===== src/pgap_regs.svh =====
// How it works
// - Non-secure group 1 uses stored point minus one
// - Point n splits group [7:n+1], sub [n:0]
// - Group priority is priority ANDed with mask
// - Point source chosen by group and selects
// - Minimum point set by implemented priority bits
// - Priority bit count readable in both controls
// - Secure common select aliases group1 onto group0
// - Non-secure common select ignores writes, reads plus one
// - Grouping uses the full stored priority
// - Non-monitor 32-bit view aliases group0 when selected
// - Active registers 1-3 undefined at 32 levels
// - Active registers 2-3 undefined below 65 levels
// - All-zero active registers mean nothing active
// - Separate non-maskable active flags, set on acknowledge
// - Non-secure writes cannot touch secure active range
// - Back-to-back active writes need no barrier
// - Active banks sized by group priority bits
// - Non-secure priority writes force bit 7 high
// - Running priority is highest active group priority
`ifndef PGAP_REGS_SVH
`define PGAP_REGS_SVH

// ----------------------------------------------------------------
// Register offsets
// ----------------------------------------------------------------
`define PGAP_CTRL3       8'h00
`define PGAP_CTRL1       8'h04
`define PGAP_BP0         8'h10
`define PGAP_BP1_S       8'h14
`define PGAP_BP1_NS      8'h18
`define PGAP_BP1_S_EL3   8'h1c
`define PGAP_BP1_NS_EL3  8'h20
`define PGAP_BP1_32_EL3  8'h24
`define PGAP_AP0         8'h40
`define PGAP_AP1S        8'h50
`define PGAP_AP1NS_SEC   8'h60
`define PGAP_AP1NS_NS    8'h70
`define PGAP_NMI         8'h80

// ----------------------------------------------------------------
// Fields and constants
// ----------------------------------------------------------------
`define PGAP_SCBPR_BIT   0
`define PGAP_NSCBPR_BIT  1
`define PGAP_MSCBPR_BIT  2
`define PGAP_PRIB_LSB    8
`define PGAP_NMI_S_BIT   0
`define PGAP_NMI_NS_BIT  1
`define PGAP_BP_MAX      3'h7
`define PGAP_IDLE_PRIO   8'hff
`define PGAP_NS_PRIO_BIT 7

`endif


===== src/pgap_pkg.sv =====
`default_nettype none
// ----------------------------------------------------------------
// Shared types
// ----------------------------------------------------------------
package pgap_pkg;
  typedef enum logic [1:0] {
    PGAP_G0,
    PGAP_G1S,
    PGAP_G1NS
  } pgap_grp_e;

  // Interrupt whose group priority is wanted.
  typedef struct packed {
    logic [7:0] prio;
    pgap_grp_e  grp;
  } pgap_cls_s;

  // Priority write from the configuration side.
  typedef struct packed {
    logic       valid;
    logic       nonsecure;
    logic [7:0] prio;
  } pgap_pwr_s;
endpackage : pgap_pkg
`default_nettype wire


===== src/pgap_core.sv =====
// Added by the designer: the placing of the registers and register access over Wishbone.
`timescale 1ns/1ps
`default_nettype none
`include "pgap_regs.svh"

module pgap_core #(
  parameter int PRI_BITS = 5
) (
  // Clock and reset
  input  wire logic               clk_i,
  input  wire logic               rst_i,
  // Wishbone slave
  input  wire logic               cyc_i,
  input  wire logic               stb_i,
  input  wire logic               we_i,
  input  wire logic [7:0]         adr_i,
  input  wire logic [3:0]         sel_i,
  input  wire logic [31:0]        dat_i,
  output logic      [31:0]        dat_o,
  output logic                    ack_o,
  output logic                    err_o,
  // Grouping request and answer
  input  wire pgap_pkg::pgap_cls_s cls_i,
  output logic      [7:0]         grp_prio_o,
  // Priority store
  input  wire pgap_pkg::pgap_pwr_s pwr_i,
  output logic      [7:0]         stored_prio_o,
  // Acknowledge of a non-maskable interrupt
  input  wire logic               nmi_ack_i,
  input  wire logic               nmi_ack_sec_i,
  // Running priority
  output logic      [7:0]         running_prio_o,
  output logic                    nmi_active_sec_o,
  output logic                    nmi_active_ns_o
);

  // ----------------------------------------------------------------
  // Sizing
  // ----------------------------------------------------------------
  localparam int GBITS  = (PRI_BITS > 7) ? 7 : PRI_BITS;
  localparam int LEVELS = 1 << GBITS;
  localparam int NREG   = (GBITS == 7) ? 4 : (GBITS == 6) ? 2 : 1;
  localparam int PSHIFT = 8 - GBITS;
  localparam logic [2:0]   BP_MIN = 3'(7 - GBITS);
  localparam logic [127:0] LVL_MASK = (128'h1 << LEVELS) - 128'h1;
  // Non-secure levels are the upper half, so a non-secure write can
  // never clear or set a level that secure software relies on.
  localparam logic [127:0] NS_MASK  = LVL_MASK & ~(LVL_MASK >> (LEVELS / 2));

  logic [2:0]   bp0;
  logic [2:0]   bp1s;
  logic [2:0]   bp1ns;
  logic         scbpr;
  logic         nscbpr;
  logic         mscbpr;
  logic [127:0] ap0;
  logic [127:0] ap1s;
  logic [127:0] ap1ns;
  logic         req;
  logic         wr_commit;
  logic         hit;
  logic [31:0]  next_rdata;
  logic [1:0]   ap_idx;
  logic [2:0]   eff_bp;
  logic [31:0]  wmask;
  logic [7:0]   next_running;

  // ----------------------------------------------------------------
  // Helpers
  // ----------------------------------------------------------------
  // Writes below the supported minimum land on the minimum.
  // minimum point clamp
  function automatic logic [2:0] bp_clamp(input logic [2:0] v);
    bp_clamp = (v < BP_MIN) ? BP_MIN : v;
  endfunction : bp_clamp

  function automatic logic [7:0] grp_mask(input logic [2:0] bp);
    grp_mask = 8'((9'h1fe << bp));
  endfunction : grp_mask

  // Active bank word, beyond implemented levels reads as zero.
  function automatic logic [31:0] ap_word(input logic [127:0] bank,
                                          input logic [1:0]   idx);
    ap_word = bank[32*idx +: 32] & LVL_MASK[32*idx +: 32];
  endfunction : ap_word

  assign req       = cyc_i & stb_i;
  assign wr_commit = req & we_i & ack_o;
  assign ap_idx    = adr_i[3:2];
  assign wmask     = {{8{sel_i[3]}}, {8{sel_i[2]}},
                      {8{sel_i[1]}}, {8{sel_i[0]}}};

  // ----------------------------------------------------------------
  // Read decode
  // ----------------------------------------------------------------
  // Undefined active indices take the bus error answer.
  always_comb begin
    next_rdata = 32'h0;
    hit        = 1'b1;
    case (adr_i & 8'hf0)
      `PGAP_AP0: begin
        hit        = (32'(ap_idx) < NREG);
        next_rdata = ap_word(ap0, ap_idx);
      end
      `PGAP_AP1S: begin
        hit        = (32'(ap_idx) < NREG);
        next_rdata = ap_word(ap1s, ap_idx);
      end
      `PGAP_AP1NS_SEC, `PGAP_AP1NS_NS: begin
        hit        = (32'(ap_idx) < NREG);
        next_rdata = ap_word(ap1ns, ap_idx);
      end
      default: begin
        case (adr_i)
          `PGAP_CTRL3: begin
            next_rdata[`PGAP_PRIB_LSB +: 3] = 3'(PRI_BITS - 1);
            next_rdata[`PGAP_SCBPR_BIT]     = scbpr;
            next_rdata[`PGAP_NSCBPR_BIT]    = nscbpr;
            next_rdata[`PGAP_MSCBPR_BIT]    = mscbpr;
          end
          `PGAP_CTRL1:
            next_rdata[`PGAP_PRIB_LSB +: 3] = 3'(PRI_BITS - 1);
          `PGAP_BP0:        next_rdata[2:0] = bp0;
          `PGAP_BP1_S:      next_rdata[2:0] = scbpr ? bp0 : bp1s;
          `PGAP_BP1_NS: begin
            if (nscbpr) begin
              next_rdata[2:0] = (bp0 == `PGAP_BP_MAX) ? `PGAP_BP_MAX
                                                      : bp0 + 3'h1;
            end else begin
              next_rdata[2:0] = bp1ns;
            end
          end
          `PGAP_BP1_S_EL3:  next_rdata[2:0] = bp1s;
          `PGAP_BP1_NS_EL3: next_rdata[2:0] = bp1ns;
          `PGAP_BP1_32_EL3: next_rdata[2:0] = mscbpr ? bp0 : bp1s;
          `PGAP_NMI: begin
            next_rdata[`PGAP_NMI_S_BIT]  = nmi_active_sec_o;
            next_rdata[`PGAP_NMI_NS_BIT] = nmi_active_ns_o;
          end
          default: hit = 1'b0;
        endcase
      end
    endcase
  end

  // ----------------------------------------------------------------
  // Bus answer
  // ----------------------------------------------------------------
  // One wait state: data and answer are latched together.
  always_ff @(posedge clk_i) begin
    if (rst_i) begin
      ack_o <= 1'b0;
      err_o <= 1'b0;
      dat_o <= 32'h0;
    end else begin
      ack_o <= req & ~ack_o & ~err_o & hit;
      err_o <= req & ~ack_o & ~err_o & ~hit;
      if (req & ~ack_o & ~err_o) begin
        dat_o <= next_rdata;
      end
    end
  end

  // ----------------------------------------------------------------
  // Control selects
  // ----------------------------------------------------------------
  always_ff @(posedge clk_i) begin
    if (rst_i) begin
      scbpr  <= 1'b0;
      nscbpr <= 1'b0;
      mscbpr <= 1'b0;
    end else if (wr_commit && adr_i == `PGAP_CTRL3 && sel_i[0]) begin
      scbpr  <= dat_i[`PGAP_SCBPR_BIT];
      nscbpr <= dat_i[`PGAP_NSCBPR_BIT];
      mscbpr <= dat_i[`PGAP_MSCBPR_BIT];
    end
  end

  // ----------------------------------------------------------------
  // Binary points
  // ----------------------------------------------------------------
  // Secure aliased group-1 writes land in group 0 through one process.
  always_ff @(posedge clk_i) begin
    if (rst_i) begin
      bp0   <= BP_MIN;
      bp1s  <= BP_MIN;
      bp1ns <= BP_MIN + 3'h1;
    end else if (wr_commit && sel_i[0]) begin
      case (adr_i)
        `PGAP_BP0:        bp0 <= bp_clamp(dat_i[2:0]);
        `PGAP_BP1_S: begin
          if (scbpr) begin
            bp0 <= bp_clamp(dat_i[2:0]);
          end else begin
            bp1s <= bp_clamp(dat_i[2:0]);
          end
        end
        `PGAP_BP1_NS: begin
          if (!nscbpr) begin
            bp1ns <= bp_clamp(dat_i[2:0]);
          end
        end
        `PGAP_BP1_S_EL3:  bp1s  <= bp_clamp(dat_i[2:0]);
        `PGAP_BP1_NS_EL3: bp1ns <= bp_clamp(dat_i[2:0]);
        `PGAP_BP1_32_EL3: begin
          if (mscbpr) begin
            bp0 <= bp_clamp(dat_i[2:0]);
          end else begin
            bp1s <= bp_clamp(dat_i[2:0]);
          end
        end
        default: ;
      endcase
    end
  end

  // ----------------------------------------------------------------
  // Active priority banks
  // ----------------------------------------------------------------
  // Each write takes effect at its own answer edge, so a restore
  // sequence needs no barrier between words.
  // bank writes
  always_ff @(posedge clk_i) begin
    if (rst_i) begin
      ap0   <= 128'h0;
      ap1s  <= 128'h0;
      ap1ns <= 128'h0;
    end else if (wr_commit) begin
      case (adr_i & 8'hf0)
        `PGAP_AP0:
          ap0[32*ap_idx +: 32] <= (ap0[32*ap_idx +: 32] & ~wmask)
                                | (dat_i & wmask);
        `PGAP_AP1S:
          ap1s[32*ap_idx +: 32] <= (ap1s[32*ap_idx +: 32] & ~wmask)
                                 | (dat_i & wmask);
        `PGAP_AP1NS_SEC:
          ap1ns[32*ap_idx +: 32] <= (ap1ns[32*ap_idx +: 32] & ~wmask)
                                  | (dat_i & wmask);
        `PGAP_AP1NS_NS:
          ap1ns[32*ap_idx +: 32] <= (ap1ns[32*ap_idx +: 32]
                                    & ~(wmask & NS_MASK[32*ap_idx +: 32]))
                                  | (dat_i & wmask
                                    & NS_MASK[32*ap_idx +: 32]);
        default: ;
      endcase
    end
  end

  // ----------------------------------------------------------------
  // Non-maskable active flags
  // ----------------------------------------------------------------
  // An acknowledge in the clearing cycle wins over the clear.
  // set on acknowledge
  always_ff @(posedge clk_i) begin
    if (rst_i) begin
      nmi_active_sec_o <= 1'b0;
      nmi_active_ns_o  <= 1'b0;
    end else begin
      if (wr_commit && adr_i == `PGAP_NMI && sel_i[0]) begin
        nmi_active_sec_o <= dat_i[`PGAP_NMI_S_BIT];
        nmi_active_ns_o  <= dat_i[`PGAP_NMI_NS_BIT];
      end
      if (nmi_ack_i && nmi_ack_sec_i) begin
        nmi_active_sec_o <= 1'b1;
      end
      if (nmi_ack_i && !nmi_ack_sec_i) begin
        nmi_active_ns_o <= 1'b1;
      end
    end
  end

  // ----------------------------------------------------------------
  // Group priority
  // ----------------------------------------------------------------
  // point source select
  always_comb begin
    case (cls_i.grp)
      pgap_pkg::PGAP_G0:   eff_bp = bp0;
      pgap_pkg::PGAP_G1S:  eff_bp = scbpr ? bp0 : bp1s;
      // stored minus one; stored zero reads as zero
      default: begin
        if (nscbpr) begin
          eff_bp = bp0;
        end else begin
          eff_bp = (bp1ns == 3'h0) ? 3'h0 : bp1ns - 3'h1;
        end
      end
    endcase
  end

  // Grouping works on the full stored value, never a shifted view.
  // apply mask
  always_ff @(posedge clk_i) begin
    if (rst_i) begin
      grp_prio_o <= 8'h0;
    end else begin
      grp_prio_o <= cls_i.prio & grp_mask(eff_bp);
    end
  end

  always_ff @(posedge clk_i) begin
    if (rst_i) begin
      stored_prio_o <= 8'h0;
    end else if (pwr_i.valid) begin
      stored_prio_o <= pwr_i.prio;
      if (pwr_i.nonsecure) begin
        stored_prio_o[`PGAP_NS_PRIO_BIT] <= 1'b1;
      end
    end
  end

  // ----------------------------------------------------------------
  // Running priority
  // ----------------------------------------------------------------
  // Lowest set bit is the highest active level; none means idle.
  // lowest active bit
  always_comb begin
    logic [127:0] act;
    act          = (ap0 | ap1s | ap1ns) & LVL_MASK;
    next_running = `PGAP_IDLE_PRIO;
    for (int i = 127; i >= 0; i--) begin
      if (act[i]) begin
        next_running = 8'(i << PSHIFT);
      end
    end
  end

  // Registered so the output is a clean flop, one cycle behind banks.
  always_ff @(posedge clk_i) begin
    if (rst_i) begin
      running_prio_o <= `PGAP_IDLE_PRIO;
    end else begin
      running_prio_o <= next_running;
    end
  end
endmodule : pgap_core
`default_nettype wire


===== config.mk =====
export PLATFORM = sky130hd
export DESIGN_NAME = pgap_core
export DESIGN_NICKNAME = d
export VERILOG_FILES = /design/src/pgap_pkg.sv /design/src/pgap_core.sv
export VERILOG_INCLUDE_DIRS = /design/src
export SDC_FILE = /design/constraint.sdc
export NUM_CORES = 1
export LEC_CHECK = 0
export BUFFER_PORTS_ARGS = -buffer_cell sky130_fd_sc_hd__buf_4
export CAP_MARGIN = 40
export CORE_MARGIN = 2
export CORE_UTILIZATION = 39
export DETAILED_ROUTE_END_ITERATION = 12
export PLACE_DENSITY = 0.59
export SETUP_SLACK_MARGIN = 0.15
export SYNTH_ARGS = -nofsm -noshare
export SYNTH_HDL_FRONTEND = slang
export SYNTH_SLANG_ARGS = --single-unit

===== constraint.sdc =====
create_clock -name clk_i -period 4.41 [get_ports clk_i]
set_input_delay 0.882 -clock clk_i [delete_from_list [all_inputs] [get_ports clk_i]]
set_output_delay 0.882 -clock clk_i [all_outputs]
set_load 0.02 [all_outputs]

---- Yosys cells after proc, flatten, opt, wreduce, memory -nomap -nowiden ----
Index checks and enable logic that the tools add are counted.
cells by class
  muxes and demuxes ....................... 67
  add/subtract/negate cells ............... 3
  reduce and logical (&&, ||, !) cells .... 27
  equality and inequality tests ........... 19
  order comparisons ....................... 2
  bitwise logic cells ..................... 29
  shifts and indexed selects .............. 11
operators with widths
  kind                       number
  $bwmux 128                 4
  $shiftx 32x34->128         4
  $shiftx 128x8->32          3
  $and 32x32->32             10
  $pmux 128 s2               1
  $shiftx 128x8->32 const A  2
  $mux 8                     31
  $or 32x32->32              6
  $shift 32x34->128 const A  1
  $not 32->32                2
  $pmux 21 s3                1
  $mux 3                     14
  $pmux 3 s3                 4
  $neg 7->34                 1
  $eq 8x5->1 const B         4
  $eq 4x3->1 const B         4
  $eq 8x6->1 const B         2
  $pmux 2 s8                 1
  $pmux 5 s3                 1
  $pmux 3 s2                 2
  $ne 2x2->1 const B         5
  $reduce_or 9->1            1
  $shl 9x3->8 const A        1
  $and 8x8->8                1
  24 further kinds           52
storage, ports and cells
  register bits after elaboration ......... 456
  logic and storage cells ................. 175

---- Longest topological paths before layout ----
Gate-level depths: netlist of the first run.
  word-level depth ........................ 34
  depth in mapped cells ................... 12

---- Least setup slack after synthesis of the first run ----
Ideal clock, no wire load.
  kind .................................... input to register
  start point ............................. input port adr_i[3]
  end point ............................... register ap1ns[111]
  cell stages on the path ................. 11
  required time ........................... 4.345 ns
  arrival ................................. 3.210 ns
  buffers on the path ..................... 5
  path slack .............................. 1.135 ns
  cell sequence ........................... buf_2 -> buf_2 -> buf_1 -> inv_1 -> ha_1 -> or3_1 -> or2_2 -> buf_2 -> buf_6 -> a2bb2oi_1 -> nor2_1
on the way
  word-level cells in the longest chain between the ends .. 8
  elaborated cells on any way between the ends .. 16
  those cells by class .................... add/sub (1); shift (5); mux (3); bitwise (7)
RTL lines
  item                            line                                source
  start: declaration              pgap_core.sv:16                     input wire logic [7:0] adr_i,
  $shiftx 128x8->32               pgap_core.sv:241, pgap_core.sv:243
  $and 32x32->32                  pgap_core.sv:241                    & ~(wmask & NS_MASK[32*ap_idx +: 32]))
  $not 32->32                     pgap_core.sv:241
  $and 32x32->32                  pgap_core.sv:241
  $or 32x32->32                   pgap_core.sv:242                    | (dat_i & wmask
  $shiftx 32x34->128              pgap_core.sv:240                    ap1ns[32*ap_idx +: 32] <= (ap1ns[32*ap_idx +: 32]
  $bwmux 128                      pgap_core.sv:240
  $pmux 128 s2 *                  pgap_core.sv:229                    case (adr_i & 8'hf0)
  end signal: indexed assignment  pgap_core.sv:237                    ap1ns[32*ap_idx +: 32] <= (ap1ns[32*ap_idx +: 32] & ~wmask)
  end signal: indexed assignment  pgap_core.sv:240
  end: declaration                pgap_core.sv:58                     logic [127:0] ap1ns;
Every way passes the cells marked *; elsewhere a longest branch is shown, timed or not.
A chain may end at the register's enable or synchronous reset.

---- Worst setup path in the final report of the first run ----
  start point ............................. input port adr_i[6]
  end point ............................... register ap1ns[47]
on the way
  word-level cells in the longest chain between the ends .. 3
  elaborated cells on any way between the ends .. 5
  those cells by class .................... eq/ne (2); mux (1); reduce/logical (2)
RTL lines
  item                         line
  $eq 4x3->1                   pgap_core.sv:229
  $reduce_bool 2->1 (no line)  n/a
  $reduce_and 2->1 (no line)   n/a
Parallel ways exist; a longest one is shown, timed or not.

==> results of run 1 <==
## state kept, by name (all words and copies together), names as in the netlist, 3 cells and up
register and flops:
ap0 128, ap1ns 128, ap1s 128, bp0 3, bp1ns 3, bp1s 3, dat_o 32, grp_prio_o 7
running_prio_o 6, stored_prio_o 8
## cell type report
| type | instances | area (um^2) |
|---|---|---|
| Clock buffer | 74 | 1490 |
| Clock inverter | 14 | 159 |
| Fill cell | 4916 | 28600 |
| Inverter | 41 | 154 |
| Multi-Input combinational cell | 1523 | 10600 |
| Sequential cell | 453 | 9070 |
| Tap cell | 688 | 861 |
| Timing Repair Buffer | 185 | 1480 |
## per-layer routing
layer  wire, um  part of all wire, %  GRT usage [%]
met1      30500                   42           35.6
met2      32400                   44           41.1
met3       6960                  9.6           4.77
met4       2940                  4.0           10.7
met5          0                    0              0
## worst min path at each step
stage                      endpoint  slack [ns]
after floorplan           ap1ns[64]        0.45
after global placement    dat_o[17]        0.44
after detailed placement  dat_o[13]        0.45
after CTS                 dat_o[13]        0.46
after global routing      dat_o[13]        0.47
final                     dat_o[13]        0.46
## synth_stat cells, types with 4 or more instances
cell / number
nand2_1: 152
nor2_1: 446
nor4_1: 6
and3_1: 6
buf_4: 11
buf_2: 48
mux4_2: 96
a22o_1: 4
nand4_1: 16
o21ai_0: 85
a22oi_1: 308
a211oi_1: 5
dfxtp_1: 453
nand2b_1: 9
inv_1: 41
or2_2: 6
or3_1: 13
mux2i_1: 84
o211ai_1: 4
a2bb2oi_1: 80
nor3_2: 5
nor3_1: 35
buf_1: 10
nand3_1: 26
ha_1: 9
a21oi_1: 52
nor2b_1: 5
clkbuf_1: 121
a32oi_1: 6
## cells by family (layout without fill, tap and decap cells)
logic type | after synthesis | in the layout
AND/OR/NAND/NOR | 751 | 751
AO/OA/AOI/OAI | 581 | 581
flip-flops | 453 | 453
buffers and inverters | 233 | 314
multiplexers | 181 | 181
adder cells (fa/ha/maj) | 9 | 9
other | 1 | 1
## critical path, cell delays in order
cell and delay, ns:
buf_4 0.17, nor2b_1 0.63, nand4_2 0.68, or3_1 0.82, buf_8 0.27, a2bb2oi_1 0.13
nor2_1 0.09
## power by group
group | internal (mW) | switching [mW] | total [mW]
logic | 0.173 | 0.360 | 0.533
registers | 4.10 | 0.00594 | 4.11
clock network | 2.50 | 1.73 | 4.23
total | 6.78 | 2.09 | 8.87
## placed cells by master, fill, tap and decap left out, types with 9 or more instances in the layout
cell and count:
nand2b_1 9, mux4_2 96, o21ai_0 85, clkbuf_16 51, clkbuf_1 10, nor3_1 35, a21oi_1 52, mux2i_1 84
nor2_1 441, a2bb2oi_1 80, nand4_1 16, buf_4 175, inv_1 41, or3_1 13, a22oi_1 308, nand2_1 152
ha_1 9, clkbuf_8 13, dfxtp_1 453, nand3_1 26
==> results.txt, run 1 <==
status -> finished, final reports clean
Die Span Y -> 234 um
final count of hold timing violations -> 0
initial antenna violation count -> 1
Detailed Route WL -> 72800 um
Ys Warns -> 0
initial core utilization -> 39.4%
Area Growth Syn to Fin -> 15.5%
reg2reg start -> ack_o
Reg2Reg Depth -> 6
syn_area_per_cell -> 9.34 um^2
Max-Slew Margin vs Limit -> 39.6%
Hold Crit Depth -> 2
Post-CTS Setup Bufs -> 0
Worst Tran Pin Value -> 0.899 ns
post-layout util -> 45.4%
main combinational cell family by area after synthesis -> compound AO/OA/AOI/OAI gates
hold_sp -> dat_o[13]
placed cell count -> 2890
GPL Wtd Cong -> 0.923
deepest clock path buffer count -> 3
Clock Skew -> 0.0243 ns
Synth cell types -> 70
max cap viols -> 0
total track usage -> 26.2%
post-cts hold buffer count -> 0
pin count of the biggest net entering global routing -> 158
via-per-instance ratio -> 6.14
layout cell share with drive strength beyond 1 -> 17.1%
Mapped Cells -> 2209
syn nets -> 2289
kind of critical path -> input port to register
Post-Synth Simple-Gate Area -> 15.8%
Synth Area in XOR/XNOR -> 0%
Post-Syn Area -> 0.0206 mm^2
Synth Area in Compound Gates -> 20.3%
Worst VDD drop -> 0.279 mV
EDFF count, synth -> 0
CTS buffer count -> 49
CP Capture Type -> register
Final Critical Period -> 3.17 ns
DP Area -> 0.0222 mm^2
CP endpoint -> ap1ns[47]
Worst R2R Setup Slack -> 1.47 ns
cell taking the most area after synthesis -> dfxtp_1
Layout Cell Area excl Fill -> 0.0238 mm^2
final hold slack -> 0.455 ns
share of Yosys cell area claimed by the top area cell type -> 43.9%
CTS clk-pin slew, worst paths -> 0.06 ns
die width -> 234 um
TritonCTS clock tree -> done
Seq/Total Area, Yosys -> 43.9%
htree depth -> 2
leakage power -> 8.93 nW
First-pass DRT Iterations -> 6
Post-Place Setup Slack -> 0.770 ns
Main synth FF type -> dfxtp_1
Post-Synth Adder-Cell Area -> 0.546%
Die Area -> 0.0548 mm^2
PwrDens -> 372 mW/mm^2
DRT iter0 DRCs -> 2078
max-slew violation count -> 0
Antenna Cells -> 0
reg2reg end -> ap1ns[47]
setup ws final -> 1.24 ns
io pins -> 131
final cell count without fillers -> 2978
sum of negative setup slack -> 0 ns
Seq cells post-synth -> 453
Gates resized, CTS repair -> 0
Pwr Total -> 8.87 mW
Min-Delay Path Class -> register to register
crit path from -> adr_i[6]
Routed wire per std cell -> 24.5 um
port bufs -> 128
RSZ-0062 raised after global routing -> false
Vias -> 18286
fin nets -> 2333
worst skew pair latency -> 0.60 ns
WP data arrival -> 3.69 ns
Cell Rows -> 84
core area -> 0.0524 mm^2
vias in the first global route -> 17690
largest cells by area after synthesis -> dfxtp_1, a22oi_1, mux4_2
worst-path fanout max -> 15
hpwl dp -> 45700 um
mux share of post-synthesis cell area -> 14.6%
Worst EP required -> 4.92 ns
Final Cycle Share -> 71.9%
Post-route DRC -> 0
ys async rst share -> 0%
remaining global-route overflow -> 0
first-pass GRT wire length -> 109000 um
antenna viol nets, final -> 0
Final Setup Violations -> 0
clk sink count -> 453
CTS Root Cell -> clkbuf_16
crit path launch type -> input port
Max Freq -> 315 MHz
Power figures use the tool's default switching activity.
==> run 2: changes to the inputs <==
Settings changed: ABC_AREA set to 1, PLACE_DENSITY 0.59 to 0.61.
Clock period 4.41 ns to 2.8 ns, I/O delays scaled along.
==> run 2 against run 1 <==
  * Total power is 68% higher
  * Sequential cell count stayed put
  * Count of clock-buffer cells in the layout is 7 higher
  * Die area is 6.3% higher
  * Sequential share of layout area is 2.9 points lower
  * Via count is 25% higher
  * Critical path type is now register to register
  * Largest cell class unchanged
==> results.txt, run 2 <==
Top Registers -> ap0 x128, ap1ns x128, ap1s x128
Mapped Cells -> 3312
syn nets -> 3392
Synth cell types -> 47
clk sink count -> 453
Final Setup Violations -> 0
pin count of the biggest net entering global routing -> 210
total track usage -> 27.4%
First-pass DRT Iterations -> 5
Min-Delay Path Class -> input port to register
kind of critical path -> register to register
CP max-delay cell -> dfxtp_1
cell mode on critical path -> nand2_1
hpwl dp -> 51900 um
Seq/Total Area, Yosys -> 41.3%
EDFF count, synth -> 0
Die Area -> 0.0583 mm^2
sum of negative setup slack -> 0 ns
RSZ-0062 raised after global routing -> true
post-layout util -> 46.0%
Max Freq -> 402 MHz
vias in the first global route -> 20668
cell taking the most area after synthesis -> dfxtp_1
largest cells by area after synthesis -> dfxtp_1, nand2_1, a21oi_1
Sw Share -> 24.9%
die width -> 241 um
Comb pwr share -> 8.1%
Final Critical Period -> 2.49 ns
Die Span Y -> 241 um
sequential power share -> 43.5%
most frequent cells in the layout -> nand2_1, a21oi_1, dfxtp_1
first-pass GRT wire length -> 124000 um
layout cell share with drive strength beyond 1 -> 11.3%
final hold slack -> 0.173 ns
CTS clk-pin slew, worst paths -> 0.06 ns
initial core utilization -> 39.2%
syn_area_per_cell -> 6.63 um^2
delay of the slowest critical-path stage -> 0.31 ns
Clock Skew -> 0.0182 ns
GPL Wtd Cong -> 0.889
ys async rst share -> 0%
share of Yosys cell area claimed by the top area cell type -> 41.3%
Cell Rows -> 87
Seq cells post-synth -> 453
port bufs -> 128
Ys Warns -> 0
PwrDens -> 576 mW/mm^2
WP data arrival -> 2.97 ns
via-per-instance ratio -> 5.51
synth cell count leaders -> nand2_1, a21oi_1, dfxtp_1, nor2_1, clkbuf_1
Layout Cell Area excl Fill -> 0.0258 mm^2
Area Growth Syn to Fin -> 17.4%
fin nets -> 3425
antenna viol nets, final -> 0
CP Capture Type -> register
Switch Pwr -> 3.70 mW
post-cts hold buffer count -> 0
CTS buffer count -> 51
Main synth FF type -> dfxtp_1
clock share of power -> 48.4%
Max-Slew Margin vs Limit -> 31.4%
Post-Syn Area -> 0.0220 mm^2
Antenna Cells -> 0
count leader, synth -> nand2_1
crit path launch type -> register
DRT iter0 DRCs -> 2366
leakage power -> 8.85 nW
Worst Tran Pin Value -> 1.03 ns
CTS Root Cell -> clkbuf_16
core area -> 0.0561 mm^2
CP top delay family -> simple AND/OR/NAND/NOR gates
Routed wire per std cell -> 19.6 um
Final Cycle Share -> 88.9%
worst skew pair latency -> 0.61 ns
DP Area -> 0.0240 mm^2
Post-route DRC -> 0
final count of hold timing violations -> 0
most common cell after layout, fill and taps aside -> nand2_1
max cap viols -> 0
initial antenna violation count -> 1
crit path buf inv count -> 1
deepest clock path buffer count -> 3
Detailed Route WL -> 81100 um
TritonCTS clock tree -> done
Worst EP required -> 3.28 ns
max-slew violation count -> 0
remaining global-route overflow -> 0
internal power of the cells -> 11.2 mW
io pins -> 131
Worst VDD drop -> 0.504 mV
worst-path fanout max -> 2
htree depth -> 2
status -> finished, final reports clean
Vias -> 22839
-- run 2: cell count changes in the layout (fill, tap and decap cells not counted), sizes merged, moves of 84 or more --
cell / change
a22oi: -306
mux4: -96
nand2: +1086
nand3: +103
a32o: +85
o21ai: +86
a21oi: +475
nor2: -224
mux2i: -84
-- run 2: layer usage --
layer | global-route usage, % | routed length, um
met5 | 0 | 0
met4 | 9.00 | 2390
met3 | 4.05 | 6300
met2 | 43.8 | 36400
met1 | 37.8 | 36000
-- run 2: what timing repair did --
| item | CTS | global route |
|---|---|---|
| setup endpoints to repair | 0 | 1 |
| resized for setup | 0 | 6 |
| setup buffers | 0 | 1 |
| endpoints found under the hold margin | 0 | 0 |
-- run 2: cell families (layout without fill, tap and decap cells) --
| family | after synthesis | in the layout | synth area share, % |
|---|---|---|---|
| DFF | 453 | 453 | 41.3 |
| other | 1 | 1 | 0.0171 |
| AOI/OAI and AO/OA | 863 | 863 | 22.4 |
| adders and majority gates | 9 | 9 | 0.512 |
| buffers and inverters | 342 | 416 | 6.23 |
| and+or+nand+nor | 1644 | 1644 | 29.6 |
-- run 2: metrics by stage --
| stage | worst slack, ns | std cells | total power [mW] |
|---|---|---|---|
| finish | 0.311 | 4142 | 14.9 |
| global route | 0.0181 | 4142 | 15.3 |
| CTS | 0.242 | 4141 | 14.9 |
| detailed placement | 0.0638 | 4047 | 7.79 |
| global placement | 0.135 | 4045 | 7.79 |
| floorplan | 0.156 | 3312 | 7.36 |
-- run 2: layout make-up --
cell class              instances  area [um^2]
clock buffers                  81         1590
clock inverters                13          201
fillers                      5944        30300
inverters                      89          352
multi-input cells            2517        11600
flip-flops and latches        453         9070
well taps                     756          946
repair buffers                233         2030
-- run 2: worst paths after layout --
kind                                           to  slack (ns)  depth (start not counted)  startpoint
worst max-delay path            running_prio_o[3]        0.31                         34   ap1ns[29]
worst min-delay path                grp_prio_o[4]        0.17                          3    cls_i[6]
worst max register to register  running_prio_o[3]        0.31                         34   ap1ns[29]
worst min register to register           ap0[122]        0.46                          2    ap0[122]
-- run 2: power groups by stage --
stage / sequential [mW] / clock (mW) / combinational [mW]
final: 6.47 / 7.19 / 1.20
after global placement: 6.61 / 0 / 1.18
after detailed placement: 6.61 / 0 / 1.18
after floorplan: 6.63 / 0 / 0.726
after CTS: 6.47 / 7.28 / 1.18
after global routing: 6.47 / 7.55 / 1.30
-- run 2: tightest hold or removal path, stage by stage --
cell and delay, ns:
buf_4 0.07, inv_1 0.03, nor2_1 0.08
